==> src/smawu_defines.svh <==
// Purpose: register map, field positions, reset values and counts of the stop mode wakeup block
// Assumes: 32-bit apb words, one register per aligned word, byte address = index * 4
// Notes: definitions only
`ifndef SMAWU_DEFINES_SVH
`define SMAWU_DEFINES_SVH

////////////////////////////////////////////////////////////////////////////////
// register indices (byte address is four times the index)
`define SMAWU_IDX_PORT_A 6'h00
`define SMAWU_IDX_KBD_STATUS 6'h01
`define SMAWU_IDX_KBD_ENABLES 6'h02
`define SMAWU_IDX_OPTION_TWO 6'h1E
`define SMAWU_IDX_OPTION_ONE 6'h1F

////////////////////////////////////////////////////////////////////////////////
// field positions
`define SMAWU_PA_WAKE_LATCH 6
`define SMAWU_KS_FLAG 3
`define SMAWU_KS_ACK 2
`define SMAWU_KS_MASK 1
`define SMAWU_KE_WAKE_IRQ_EN 6
`define SMAWU_O2_IRQ_PULLUP_OFF 7
`define SMAWU_O2_IRQ_PIN_EN 6
`define SMAWU_O2_OSC_RUN_IN_STOP 1
`define SMAWU_O2_RESET_PIN_EN 0
`define SMAWU_O1_PERIOD_SEL 7
`define SMAWU_O1_LVI_TRIP 3

////////////////////////////////////////////////////////////////////////////////
// reset values and masks
`define SMAWU_OPT_ONE_RESET 8'h00
`define SMAWU_OPT_TWO_RESET 8'h00
`define SMAWU_KBD_EN_RESET 7'h00
`define SMAWU_OPT_TWO_USED 8'hC3
`define SMAWU_OPT_ONE_RST_BITS 8'hF7

////////////////////////////////////////////////////////////////////////////////
// wakeup periods in cycles of the selected wakeup clock
`define SMAWU_SHORT_PERIOD 14'h0200
`define SMAWU_LONG_PERIOD_M1 14'h3FFF
`define SMAWU_CNT_W 14

`endif

==> src/smawu_pkg.sv <==
// Purpose: shared types of the stop mode wakeup block
// Assumes: smawu_defines.svh for the numbers
// Notes: none
package smawu_pkg;

  typedef enum logic {SMAWU_GEN_OFF, SMAWU_GEN_RUN} smawu_gen_state_t;

  // option bits handed to the rest of the chip
  typedef struct packed {
    logic reset_pin_enable;
    logic irq_pin_enable;
    logic irq_pullup_off;
    logic main_osc_enable;
    logic wake_rc_osc_enable;
    logic watchdog_short_period;
    logic [7:0] option_one;
  } smawu_sys_cfg_t;

  function automatic logic [7:0] smawu_byte_addr(input logic [5:0] idx);
    smawu_byte_addr = {idx, 2'b00};
  endfunction : smawu_byte_addr

endpackage : smawu_pkg

==> src/smawu_sync.sv <==
// Purpose: two flip-flop level synchroniser
// Assumes: asynchronous active low reset
// Notes: the first stage feeds only the second
`timescale 1ns/1ns
module smawu_sync (
  input wire logic i_clk,
  input wire logic i_rst_b,
  input wire logic i_d,
  output logic o_q
);
  logic meta_q;

  always_ff @(posedge i_clk or negedge i_rst_b) begin
    if (!i_rst_b) begin
      meta_q <= 1'b0;
      o_q <= 1'b0;
    end else begin
      meta_q <= i_d;
      o_q <= meta_q;
    end
  end
endmodule : smawu_sync

==> src/smawu_top.sv <==
// Purpose: stop mode auto wakeup with its keypad flag, mask, acknowledge and option registers
// Assumes: apb slave, zero wait states; i_rst_b is also low during every power-on reset
// Notes: wakeup clocks arrive as levels and are synchronised before counting
`timescale 1ns/1ns
`include "smawu_defines.svh"
module smawu_top
  import smawu_pkg::*;
(
  input wire logic i_clk,
  input wire logic i_rst_b,
  input wire logic i_por_b,
  input wire logic i_psel,
  input wire logic i_penable,
  input wire logic i_pwrite,
  input wire logic [7:0] i_paddr,
  input wire logic [31:0] i_pwdata,
  output logic [31:0] o_prdata,
  output logic o_pready,
  output logic o_pslverr,
  input wire logic i_stop_mode,
  input wire logic i_wake_rc_osc,
  input wire logic i_osc_clock_x4,
  input wire logic i_keypad_request,
  output logic o_keypad_irq,
  output smawu_sys_cfg_t o_sys_cfg
);

  //////////////////////////////////////////////////////////////////////////////
  // state

  logic key_pend_q;
  logic wake_latch_q;
  logic mask_q;
  logic [6:0] kbd_en_q;
  logic [7:0] opt_one_q;
  logic lvi_trip_q;
  logic [7:0] opt_two_q;
  logic reset_pin_en_q;
  logic opt_one_done_q;
  logic opt_two_done_q;
  logic [31:0] prdata_q;
  logic irq_q;
  smawu_sys_cfg_t sys_cfg_q;

  logic rc_sync;
  logic osc_sync;
  logic wake_request;

  //////////////////////////////////////////////////////////////////////////////
  // apb decode

  wire sel_port_a = (i_paddr == smawu_byte_addr(`SMAWU_IDX_PORT_A));
  wire sel_kbd_status = (i_paddr == smawu_byte_addr(`SMAWU_IDX_KBD_STATUS));
  wire sel_kbd_en = (i_paddr == smawu_byte_addr(`SMAWU_IDX_KBD_ENABLES));
  wire sel_opt_two = (i_paddr == smawu_byte_addr(`SMAWU_IDX_OPTION_TWO));
  wire sel_opt_one = (i_paddr == smawu_byte_addr(`SMAWU_IDX_OPTION_ONE));
  wire mapped = sel_port_a | sel_kbd_status | sel_kbd_en | sel_opt_two | sel_opt_one;

  wire setup = i_psel & ~i_penable;
  wire access = i_psel & i_penable;
  wire wr = access & i_pwrite & mapped;

  wire wr_kbd_status = wr & sel_kbd_status;
  wire wr_kbd_en = wr & sel_kbd_en;
  // a refused second write still completes on the bus without error
  wire wr_opt_one = wr & sel_opt_one & ~opt_one_done_q;
  wire wr_opt_two = wr & sel_opt_two & ~opt_two_done_q;

  wire ack = wr_kbd_status & i_pwdata[`SMAWU_KS_ACK];

  //////////////////////////////////////////////////////////////////////////////
  // derived fields

  wire wake_irq_en = kbd_en_q[`SMAWU_KE_WAKE_IRQ_EN];
  wire osc_run_in_stop = opt_two_q[`SMAWU_O2_OSC_RUN_IN_STOP];
  wire period_select = opt_one_q[`SMAWU_O1_PERIOD_SEL];
  wire keypad_flag = key_pend_q | wake_latch_q;
  wire irq_d = keypad_flag & ~mask_q;

  wire [7:0] port_a_rd = {1'b0, wake_latch_q, 6'h00};
  // upper nibble and the acknowledge bit always read zero
  wire [7:0] kbd_status_rd = {4'h0, keypad_flag, 1'b0, mask_q, 1'b0};
  wire [7:0] kbd_en_rd = {1'b0, kbd_en_q};
  wire [7:0] opt_two_rd = {opt_two_q[7:1], reset_pin_en_q};
  wire [7:0] opt_one_rd = {opt_one_q[7:4], lvi_trip_q, opt_one_q[2:0]};

  wire [7:0] rd_byte = sel_port_a ? port_a_rd :
                       sel_kbd_status ? kbd_status_rd :
                       sel_kbd_en ? kbd_en_rd :
                       sel_opt_two ? opt_two_rd :
                       sel_opt_one ? opt_one_rd : 8'h00;

  //////////////////////////////////////////////////////////////////////////////
  // wakeup clock synchronisers and period counter

  smawu_sync u_rc_sync (
    .i_clk(i_clk),
    .i_rst_b(i_rst_b),
    .i_d(i_wake_rc_osc),
    .o_q(rc_sync)
  );

  smawu_sync u_osc_sync (
    .i_clk(i_clk),
    .i_rst_b(i_rst_b),
    .i_d(i_osc_clock_x4),
    .o_q(osc_sync)
  );

  smawu_wake_gen u_gen (
    .i_clk(i_clk),
    .i_rst_b(i_rst_b),
    .i_stop_mode(i_stop_mode),
    .i_enable(wake_irq_en),
    .i_use_osc(osc_run_in_stop),
    .i_short_period(period_select),
    .i_rc_level(rc_sync),
    .i_osc_level(osc_sync),
    .o_wake_request(wake_request)
  );

  //////////////////////////////////////////////////////////////////////////////
  // pending requests: a new request beats a simultaneous acknowledge

  logic wake_latch_d;
  logic key_pend_d;

  wire wake_set = wake_request & wake_irq_en;

  always_comb begin
    wake_latch_d = wake_latch_q;
    if (wake_set) begin
      wake_latch_d = 1'b1;
    end else if (ack) begin
      wake_latch_d = 1'b0;
    end
  end

  // keypad pin requests are not gated by the enables, only the wake source is
  always_comb begin
    key_pend_d = key_pend_q;
    if (i_keypad_request) begin
      key_pend_d = 1'b1;
    end else if (ack) begin
      key_pend_d = 1'b0;
    end
  end

  always_ff @(posedge i_clk or negedge i_rst_b) begin
    if (!i_rst_b) begin
      wake_latch_q <= 1'b0;
      key_pend_q <= 1'b0;
    end else begin
      wake_latch_q <= wake_latch_d;
      key_pend_q <= key_pend_d;
    end
  end

  //////////////////////////////////////////////////////////////////////////////
  // keypad mask and enables

  logic mask_d;
  logic [6:0] kbd_en_d;

  always_comb begin
    mask_d = mask_q;
    if (wr_kbd_status) begin
      mask_d = i_pwdata[`SMAWU_KS_MASK];
    end
  end

  always_comb begin
    kbd_en_d = kbd_en_q;
    if (wr_kbd_en) begin
      kbd_en_d = i_pwdata[6:0];
    end
  end

  always_ff @(posedge i_clk or negedge i_rst_b) begin
    if (!i_rst_b) begin
      mask_q <= 1'b0;
      kbd_en_q <= `SMAWU_KBD_EN_RESET;
    end else begin
      mask_q <= mask_d;
      kbd_en_q <= kbd_en_d;
    end
  end

  //////////////////////////////////////////////////////////////////////////////
  // write-once option registers, cleared by any reset except option two bit 0 and option one bit 3

  logic [7:0] opt_one_d;
  logic [7:0] opt_two_d;
  logic opt_one_done_d;
  logic opt_two_done_d;

  // a refused write leaves both the value and the done flag as they are
  always_comb begin
    opt_one_d = opt_one_q;
    opt_one_done_d = opt_one_done_q;
    if (wr_opt_one) begin
      opt_one_d = i_pwdata[7:0] & `SMAWU_OPT_ONE_RST_BITS;
      opt_one_done_d = 1'b1;
    end
  end

  // bits 5..2 are not stored and bit 0 lives in the power-on domain
  always_comb begin
    opt_two_d = opt_two_q;
    opt_two_done_d = opt_two_done_q;
    if (wr_opt_two) begin
      opt_two_d = i_pwdata[7:0] & `SMAWU_OPT_TWO_USED & 8'hFE;
      opt_two_done_d = 1'b1;
    end
  end

  always_ff @(posedge i_clk or negedge i_rst_b) begin
    if (!i_rst_b) begin
      opt_one_q <= `SMAWU_OPT_ONE_RESET;
      opt_one_done_q <= 1'b0;
    end else begin
      opt_one_q <= opt_one_d;
      opt_one_done_q <= opt_one_done_d;
    end
  end

  always_ff @(posedge i_clk or negedge i_rst_b) begin
    if (!i_rst_b) begin
      opt_two_q <= `SMAWU_OPT_TWO_RESET;
      opt_two_done_q <= 1'b0;
    end else begin
      opt_two_q <= opt_two_d;
      opt_two_done_q <= opt_two_done_d;
    end
  end

  // these survive ordinary resets; only power-on clears them
  logic reset_pin_en_d;
  logic lvi_trip_d;

  always_comb begin
    reset_pin_en_d = reset_pin_en_q;
    if (wr_opt_two) begin
      reset_pin_en_d = i_pwdata[`SMAWU_O2_RESET_PIN_EN];
    end
  end

  always_comb begin
    lvi_trip_d = lvi_trip_q;
    if (wr_opt_one) begin
      lvi_trip_d = i_pwdata[`SMAWU_O1_LVI_TRIP];
    end
  end

  always_ff @(posedge i_clk or negedge i_por_b) begin
    if (!i_por_b) begin
      reset_pin_en_q <= 1'b0;
    end else begin
      reset_pin_en_q <= reset_pin_en_d;
    end
  end

  always_ff @(posedge i_clk or negedge i_por_b) begin
    if (!i_por_b) begin
      lvi_trip_q <= 1'b0;
    end else begin
      lvi_trip_q <= lvi_trip_d;
    end
  end

  //////////////////////////////////////////////////////////////////////////////
  // outputs toward the core and the rest of the chip

  wire main_osc_en = ~i_stop_mode | osc_run_in_stop;
  wire rc_osc_en = i_stop_mode & wake_irq_en & ~osc_run_in_stop;

  smawu_sys_cfg_t sys_cfg_d;

  always_comb begin
    sys_cfg_d.reset_pin_enable = reset_pin_en_q;
    sys_cfg_d.irq_pin_enable = opt_two_q[`SMAWU_O2_IRQ_PIN_EN];
    sys_cfg_d.irq_pullup_off = opt_two_q[`SMAWU_O2_IRQ_PULLUP_OFF];
    sys_cfg_d.main_osc_enable = main_osc_en;
    sys_cfg_d.wake_rc_osc_enable = rc_osc_en;
    // the watchdog is idle in stop, so the bit is only its choice outside
    sys_cfg_d.watchdog_short_period = period_select & ~i_stop_mode;
    sys_cfg_d.option_one = opt_one_rd;
  end

  always_ff @(posedge i_clk or negedge i_rst_b) begin
    if (!i_rst_b) begin
      irq_q <= 1'b0;
    end else begin
      irq_q <= irq_d;
    end
  end

  always_ff @(posedge i_clk or negedge i_rst_b) begin
    if (!i_rst_b) begin
      sys_cfg_q <= '0;
    end else begin
      sys_cfg_q <= sys_cfg_d;
    end
  end

  //////////////////////////////////////////////////////////////////////////////
  // apb read data: captured in setup so the access phase needs no wait

  logic [31:0] prdata_d;

  always_comb begin
    prdata_d = prdata_q;
    if (setup) begin
      prdata_d = {24'h00_0000, rd_byte};
    end
  end

  always_ff @(posedge i_clk or negedge i_rst_b) begin
    if (!i_rst_b) begin
      prdata_q <= 32'h0000_0000;
    end else begin
      prdata_q <= prdata_d;
    end
  end

  assign o_prdata = prdata_q;
  assign o_pready = 1'b1;
  assign o_pslverr = access & ~mapped;
  assign o_keypad_irq = irq_q;
  assign o_sys_cfg = sys_cfg_q;

endmodule : smawu_top

==> src/smawu_wake_gen.sv <==
// Purpose: wakeup period counter, runs only in stop mode
// Assumes: wakeup clock levels already synchronised to i_clk
// Notes: counts rising edges of the selected wakeup clock
`timescale 1ns/1ns
`include "smawu_defines.svh"
module smawu_wake_gen
  import smawu_pkg::*;
(
  input wire logic i_clk,
  input wire logic i_rst_b,
  input wire logic i_stop_mode,
  input wire logic i_enable,
  input wire logic i_use_osc,
  input wire logic i_short_period,
  input wire logic i_rc_level,
  input wire logic i_osc_level,
  output logic o_wake_request
);
  smawu_gen_state_t state_q;
  smawu_gen_state_t state_d;
  logic [`SMAWU_CNT_W-1:0] count_q;
  logic sel_prev_q;

  wire sel_level = i_use_osc ? i_osc_level : i_rc_level;
  wire tick = sel_level & ~sel_prev_q;
  wire run = i_stop_mode & i_enable;
  wire [`SMAWU_CNT_W-1:0] last = i_short_period ?
    (`SMAWU_SHORT_PERIOD - 14'h0001) : `SMAWU_LONG_PERIOD_M1;
  wire at_last = (count_q == last);

  always_comb begin
    case (state_q)
      SMAWU_GEN_OFF: state_d = run ? SMAWU_GEN_RUN : SMAWU_GEN_OFF;
      SMAWU_GEN_RUN: state_d = run ? SMAWU_GEN_RUN : SMAWU_GEN_OFF;
      default: state_d = SMAWU_GEN_OFF;
    endcase
  end

  always_ff @(posedge i_clk or negedge i_rst_b) begin
    if (!i_rst_b) begin
      state_q <= SMAWU_GEN_OFF;
      count_q <= '0;
      sel_prev_q <= 1'b0;
      o_wake_request <= 1'b0;
    end else begin
      state_q <= state_d;
      sel_prev_q <= sel_level;
      o_wake_request <= 1'b0;
      if (state_q != SMAWU_GEN_RUN || !run) begin
        count_q <= '0;
      end else if (tick) begin
        count_q <= at_last ? '0 : count_q + 14'h0001;
        o_wake_request <= at_last;
      end
    end
  end
endmodule : smawu_wake_gen

==> config.mk <==
export PLATFORM = sky130hd
export DESIGN_NAME = smawu_top
export DESIGN_NICKNAME = d
export VERILOG_FILES = /design/src/smawu_pkg.sv /design/src/smawu_sync.sv /design/src/smawu_top.sv /design/src/smawu_wake_gen.sv
export VERILOG_INCLUDE_DIRS = /design/src
export SDC_FILE = /design/constraint.sdc
export NUM_CORES = 1
export LEC_CHECK = 0
export BUFFER_PORTS_ARGS = -buffer_cell sky130_fd_sc_hd__buf_4
export CAP_MARGIN = 15
export CORE_MARGIN = 2
export CORE_UTILIZATION = 51
export CTS_CLUSTER_DIAMETER = 120
export DETAILED_ROUTE_END_ITERATION = 10
export PLACE_DENSITY = 0.8
export SLEW_MARGIN = 20
export SYNTH_ARGS = -nofsm -noshare
export SYNTH_HDL_FRONTEND = slang
export SYNTH_SLANG_ARGS = --single-unit
==> constraint.sdc <==
create_clock -name i_clk -period 1.9 [get_ports i_clk]
set_input_delay 0.095 -clock i_clk [delete_from_list [all_inputs] [get_ports i_clk]]
set_output_delay 0.095 -clock i_clk [all_outputs]
set_load 0.05 [all_outputs]
==> results of run 1 <==
==> routing by layer <==
layer / GRT usage / vias to the layer above / share of wire
met4: 0.0596 / 0 / 0.012
met1: 0.243 / 1174 / 0.41
met5: 0 / - / 0
li1: - / 1147 / -
met2: 0.315 / 81 / 0.51
met3: 0.0626 / 7 / 0.061
==> registers in the layout (all words and copies together) (netlist names), 3 cells and up <==
name and cells:
opt_one_q 7, kbd_en_q 7, o_prdata 8, u_gen.count_q 14
opt_two_q 3, o_sys_cfg 14
==> layout by cell type, fill, tap and decap left out, types with 3 or more instances in the layout <==
| master | n |
|---|---|
| dfrtp_1 | 68 |
| buf_4 | 62 |
| conb_1 | 25 |
| nand2_1 | 24 |
| mux2_2 | 21 |
| nand3_1 | 13 |
| dlygate4sd3_1 | 12 |
| clkbuf_8 | 11 |
| nor3_1 | 9 |
| nor4_1 | 8 |
| nor2_1 | 7 |
| mux2i_1 | 7 |
| a21oi_1 | 7 |
| o22ai_1 | 6 |
| o21ai_0 | 6 |
| nor2b_1 | 5 |
| inv_1 | 5 |
| nand4_1 | 5 |
| nand2b_1 | 4 |
| and4_1 | 3 |
| and3_1 | 3 |
| xnor2_1 | 3 |
| or3_1 | 3 |
| a22o_1 | 3 |
| a31oi_1 | 3 |
| o31ai_1 | 3 |
==> worst min path at each step <==
stage,start,to,slack (ps),cells past startpoint
after floorplan,i_rst_b,kbd_en_q[0],-200,0
after global placement,i_por_b,reset_pin_en_q,-120,1
after detailed placement,i_por_b,reset_pin_en_q,-120,1
after CTS,i_pwdata[6],kbd_en_q[6],1,2
after global routing,i_pwdata[1],kbd_en_q[1],9,2
final,i_pwdata[1],kbd_en_q[1],20,2
==> kinds of logic (layout without fill, tap and decap cells) <==
| group | Yosys count | after routing | share of synthesized area |
|---|---|---|---|
| compound gates | 44 | 44 | 0.0953 |
| buf+inv | 39 | 94 | 0.0765 |
| simple gates | 100 | 100 | 0.184 |
| other cells | 2 | 25 | 0.00234 |
| xor+xnor | 4 | 4 | 0.0109 |
| fa+ha+maj | 1 | 1 | 0.00390 |
| mux | 28 | 28 | 0.0957 |
| flops | 68 | 68 | 0.531 |
==> critical path, cell delays in order, from the launching register on <==
cell	delay [ps]
dfrtp_1	420
ha_1	290
and4_1	240
nand4_1	200
or3_1	360
a21oi_1	160
==> through the flow <==
step	instances	setup slack, ps
after global placement	412	234
after CTS	436	145
after floorplan	309	218
after detailed placement	412	167
after global routing	439	15.8
final	439	155
==> cell type report <==
class,count,share of cell area
well taps,75,0.0239
clock buffers,11,0.0386
flip-flops and latches,68,0.434
clock inverters,4,0.00638
inverters,5,0.00479
multi-input cells,202,0.343
repair buffers,74,0.149
==> power groups by stage <==
stage	Clock, mW	Sequential (mW)	Combinational [mW]
2_1_floorplan	0	1.54	0.208
3_3_place_gp	0	1.51	0.310
3_5_place_dp	0	1.51	0.312
4_1_cts	1.07	1.48	0.328
5_1_grt	1.14	1.48	0.354
6_report	1.04	1.48	0.333
==> impl_results.md, run 1 <==
* Status: complete, no violations
* CTS Buffer Depth at 2
* DR vias at 2409
* Async SR Flop Fraction at 1.00
* Final Power at around 2.9 mW
* Synth Area per Inst at between 10 and 15 um^2
* Part of the power in combinational logic at 0.117
* Yosys warns at 0
* Synth area leaders: dfrtp_1, mux2_2, buf_4, nand2_1, mux2i_1
* Final Core Density at 0.654
* Tightest Pin Transition at 806 ps
* Vias in the first global route at 2341
* R2r startpoint: u_gen.count_q[1]
* Leading cell types by count after synthesis: dfrtp_1, buf_4, nand2_1
* EDFF count, synth at 0
* Routed Antenna Nets at 0
* Worst setup EP type: flop
* Wire per inst at 15.0 um
* Clk pin slew, worst setup/hold paths at 70 ps
* Sequential share of power at 0.519
* # port buffers at slightly below 50
* First-pass DRT Iterations at 4
* Critical path data arrival time at approximately 2000 ps
* Count leader, synth: dfrtp_1
* HPWL Detailed at 4740 um
* Initial antenna violation count at 0
* FF-to-FF setup slack at roughly 150 ps
* Overall Global Routing Usage at 0.193
* Pint at 2.09 mW
* H-tree lvl count at 3
* RSZ-0062 raised after global routing: false
* DR iter-0 viols at 187
* Leak at 1.83 nW
* Die H at between 80 and 90 um
* Final instance area at a little under 0.004 mm^2
* Num CTS Buffers at 9
* Area of the core at about 0.0060 mm^2
* Post-DP Area at approximately 0.0036 mm^2
* Final RePlAce weighted congestion at just under 0.9
* Grt total ovfl at 0
* Share of cells above drive strength 1 at 0.286
* Kind of critical path: flop to flop
* CP startpoint kind: flop
* Sequential area share after synthesis at 0.531
* Final worst path period need at ~1700 ps
* # rows at 28
* Fill count at between 400 and 500
* Layout net count at around 410
* Tcrit/Tclk final at 0.918
* Fmax at 0.573 GHz
* FF+latch count, synth at 68
* Hold-fix buffers at CTS at 9
* R2R cell count at 5
* Die W at 83.3 um
* Largest net degree at the start of global routing at 67
* Clock tree root buffer cell: clkbuf_8
* Area occupied by multi-input gates at 0.00134 mm^2
* Worst EP required at about 2200 ps
* Mapped cell area at 0.00320 mm^2
* First-pass GRT wire length at 10700 um
* Area grow syn2layout at 22.3%
* Die area at between 0.006 and 0.007 mm^2
* Sw Ratio at 0.266
* Clock Power Share at 0.364
* Fin. Hold Viols at 0
* Max Slew Vio Count at 0
* Clk_skew at 11.2 ps
* Crit Path Max Fanout at 6
* Endpoints failing setup at 0
* Crit Reg-Reg Endpoint: u_gen.count_q[10]
* Worst IR Drop VDD at 0.000565 V
* CP Capture Point: u_gen.count_q[10]
* CTS resizes at 0
* Power per cell area at roughly 730 mW/mm^2
* Setup Buffers After CTS at 0
* # DRC at 0
* Clock sink count at 68
* Register area at between 0.0015 and 0.002 mm^2
* Ys flop type: dfrtp_1
* Total Routed Length at ~6600 um
* Max_slew headroom at 0.463
* Setup TNS Final at 0 ps
* Psw at between 700 and 800 uW
* CTS tree: done
* Antenna cells at 0
* HP Class: input port to flop
* Distinct cells, synth at 54
* Initial Util at 0.535
* Vias/cell at 5.49
* CP startpoint: u_gen.count_q[1]
* Leading area contributor after synthesis: dfrtp_1
* Hold WS at 22.5 ps
* Top-area cell type share of the netlist area at 0.531
* IO Pins at 99
* Worst-skew pair later-pin latency at about 330 ps
* Max Cap Violations at 0
* Synth Instances at 286
Note: power is estimated with default switching activity, not from simulation.
==> run 2: changes to the inputs <==
--- a/config.mk
+++ b/config.mk
@@ -9,10 +9,12 @@
 export BUFFER_PORTS_ARGS = -buffer_cell sky130_fd_sc_hd__buf_4
 export CAP_MARGIN = 15
 export CORE_MARGIN = 2
-export CORE_UTILIZATION = 51
+export CORE_UTILIZATION = 53
+export CTS_BUF_LIST = sky130_fd_sc_hd__clkbuf_4 sky130_fd_sc_hd__clkbuf_8
 export CTS_CLUSTER_DIAMETER = 120
 export DETAILED_ROUTE_END_ITERATION = 10
-export PLACE_DENSITY = 0.8
+export PLACE_DENSITY = 0.82
+export SKIP_CTS_REPAIR_TIMING = 1
 export SLEW_MARGIN = 20
 export SYNTH_ARGS = -nofsm -noshare
 export SYNTH_HDL_FRONTEND = slang
==> run 2 against run 1 <==
Compared with the run above:
- design area grew 0.51%
- global-route usage grew 2.7 points
- clock-buffer cell count shrank 1
- wire length grew 2.1%
- register-to-register slack gained 30 ps
- sequential power is essentially flat
- critical endpoint is now u_gen.count_q[7]
- flip-flop and latch count is the same
- fmax grew 1.5%
- hold slack lost 6.9 ps
- largest power group unchanged
- highest routed layer unchanged
==> impl_results.md, run 2 (synthesized netlist as in run 1, its figures left out) <==
* Status: complete, no violations
* Critical path data arrival time at 1910 ps (-80 ps)
* Die H at 81.8 um (-1.8%)
* Fill count at 451 (-3.4%)
* Largest net degree at the start of global routing at 67 (unchanged)
* Area occupied by multi-input gates at 0.00134 mm^2 (unchanged)
* Worst IR Drop VDD at 0.000479 V (-15%)
* HPWL Detailed at 4740 um (-0.16%)
* Max Cap Violations at 0 (unchanged)
* Clk pin slew, worst setup/hold paths at 70 ps (about the same)
* Worst path slowest cell: or3b_2
* Clock tree root buffer cell: clkbuf_8
* Overall Global Routing Usage at 0.220 (+0.0270)
* Fin cells at 440 (+0.23%)
* Sequential share of power at 0.496 (-0.023)
* Vias in the first global route at 2349 (+0.34%)
* Num CTS Buffers at 9 (unchanged)
* FF-to-FF setup slack at 180 ps (+30 ps)
* Total Routed Length at 6740 um (+2.1%)
* Share of cells above drive strength 1 at 0.293 (+0.00744)
* Max incr delay on CP at 490 ps (+70 ps)
* Area grow syn2layout at 23.0%
* CP cell instances: nand4_1 -> or3b_2 -> a21oi_1 -> nor4_1
* IO Pins at 99 (unchanged)
* Max_slew headroom at 0.460 (-0.00266)
* Part of the power in combinational logic at 0.111 (-0.006)
* Grt total ovfl at 0 (unchanged)
* R2R cell count at 4 (-1)
* Clock Power Share at 0.393 (+0.029)
* Sw Ratio at 0.264 (-0.00193)
* Vias/cell at 5.49 (about the same)
* Die area at 0.00668 mm^2 (-3.6%)
* Crit Path Max Fanout at 6 (unchanged)
* Die W at 81.8 um (-1.8%)
* Initial Util at 0.544 (+0.00955)
* Power per cell area at 759 mW/mm^2 (+4.2%)
* Max Slew Vio Count at 0 (unchanged)
* HP Class: input port to flop
* CTS tree: done
* # rows at 28 (unchanged)
* Tcrit/Tclk final at 0.905 (-0.0136)
* RSZ-0062 raised after global routing: false
* Hold Crit Endpoint: opt_one_q[0]
* Worst-skew pair later-pin latency at 340 ps (about the same)
* DR vias at 2414 (+0.21%)
* Kind of critical path: flop to flop
* Setup TNS Final at 0 ps (unchanged)
* Antenna cells at 0 (unchanged)
* Wire per inst at 15.3 um (+1.9%)
* Clock sink count at 68 (unchanged)
* Fin. Hold Viols at 0 (unchanged)
* Routed Antenna Nets at 0 (unchanged)
* First-pass DRT Iterations at 4 (unchanged)
* Register area at 0.00170 mm^2 (unchanged)
* Tightest Pin Transition at 810 ps (+3.98 ps)
* Endpoints failing setup at 0 (unchanged)
* CTS Buffer Depth at 2 (unchanged)
* Crit Reg-Reg Endpoint: u_gen.count_q[7]
* Worst EP required at 2100 ps (-50 ps)
* Fmax at 0.582 GHz (+1.5%)
* CP startpoint kind: flop
* # port buffers at 49 (unchanged)
* H-tree lvl count at 3 (unchanged)
* Final worst path period need at 1720 ps (-25.9 ps)
* Final RePlAce weighted congestion at 0.874 (-0.27%)
* DP Cell Count at 414 (+0.49%)
* Most frequent cells in the layout: dfrtp_1, buf_4, conb_1, nand2_1, mux2_2
* Worst setup EP type: flop
* First-pass GRT wire length at 11000 um (+2.8%)
* Clk_skew at 14.9 ps (+3.75 ps)
* # DRC at 0 (unchanged)
* Initial antenna violation count at 0 (unchanged)
* Hold WS at 15.6 ps (-6.88 ps)
* Psw at 790 uW (+4.0%)
* Pint at 2.20 mW (+5.0%)
* R2r startpoint: u_gen.count_q[11]
* DR iter-0 viols at 152 (-19%)
* Post-DP Area at 0.00364 mm^2 (+0.41%)
* Area of the core at 0.00589 mm^2 (-1.8%)
* Layout net count at 411 (unchanged)
* Hold Startpoint: i_pwdata[0]
* Leak at 1.84 nW (+0.64%)
* Final Power at 2.99 mW (+4.7%)
* Final instance area at 0.00394 mm^2 (+0.51%)
* Hold depth at 2 (unchanged)
* Most common cell after layout, fill and taps aside: dfrtp_1
run 2: cell types whose count changed in the layout (fill, tap and decap cells not counted):
cell / previous run / this run
buf_4: 62 / 64
clkinv_4: 0 / 1
bufinv_16: 0 / 1
clkbuf_8: 11 / 10
dlygate4sd3_1: 12 / 10
run 2: cell type report:
cell class,count,share of cell area
clock buffer,10,0.0349
clock inverter,6,0.0162
inverter,5,0.00476
multi-input combinational,202,0.341
sequential,68,0.432
tap,75,0.0238
timing repair buffer,74,0.147
run 2: worst max path at each step:
stage / slack (ps) / from / to / depth (start not counted)
2_1_floorplan: 220 / i_paddr[3] / lvi_trip_q / 6
3_3_place_gp: 140 / i_paddr[1] / opt_one_q[4] / 6
3_5_place_dp: 130 / i_paddr[1] / lvi_trip_q / 6
4_1_cts: 170 / u_gen.count_q[11] / u_gen.count_q[7] / 4
5_1_grt: 50 / u_gen.count_q[11] / u_gen.count_q[9] / 4
6_report: 180 / u_gen.count_q[11] / u_gen.count_q[7] / 4
run 2: metal layers:
| layer | share of wire | global-route usage |
|---|---|---|
| met5 | 0 | 0 |
| met4 | 0.024 | 0.0917 |
| met2 | 0.49 | 0.352 |
| met1 | 0.43 | 0.284 |
| met3 | 0.059 | 0.0560 |
run 2: power by group through the flow:
stage	Sequential (mW)	Combinational, mW	Clock (mW)
2_1_floorplan	1.54	0.208	0
3_3_place_gp	1.51	0.312	0
3_5_place_dp	1.51	0.315	0
4_1_cts	1.48	0.317	1.20
5_1_grt	1.48	0.357	1.28
6_report	1.48	0.333	1.18
run 2: critical path: cells and delay by family (launching register included):
kind             cells  cell delay [ps]
flip-flops           1              420
AND/OR/NAND/NOR      3              740
AO/OA/AOI/OAI        1              420
run 2: per-stage QoR:
stage / utilization / setup slack, ps
3_3_place_gp: 0.618 / 136
4_1_cts: 0.652 / 174
2_1_floorplan: - / 218
6_report: 0.669 / 181
3_5_place_dp: 0.618 / 127
5_1_grt: 0.669 / 49.8
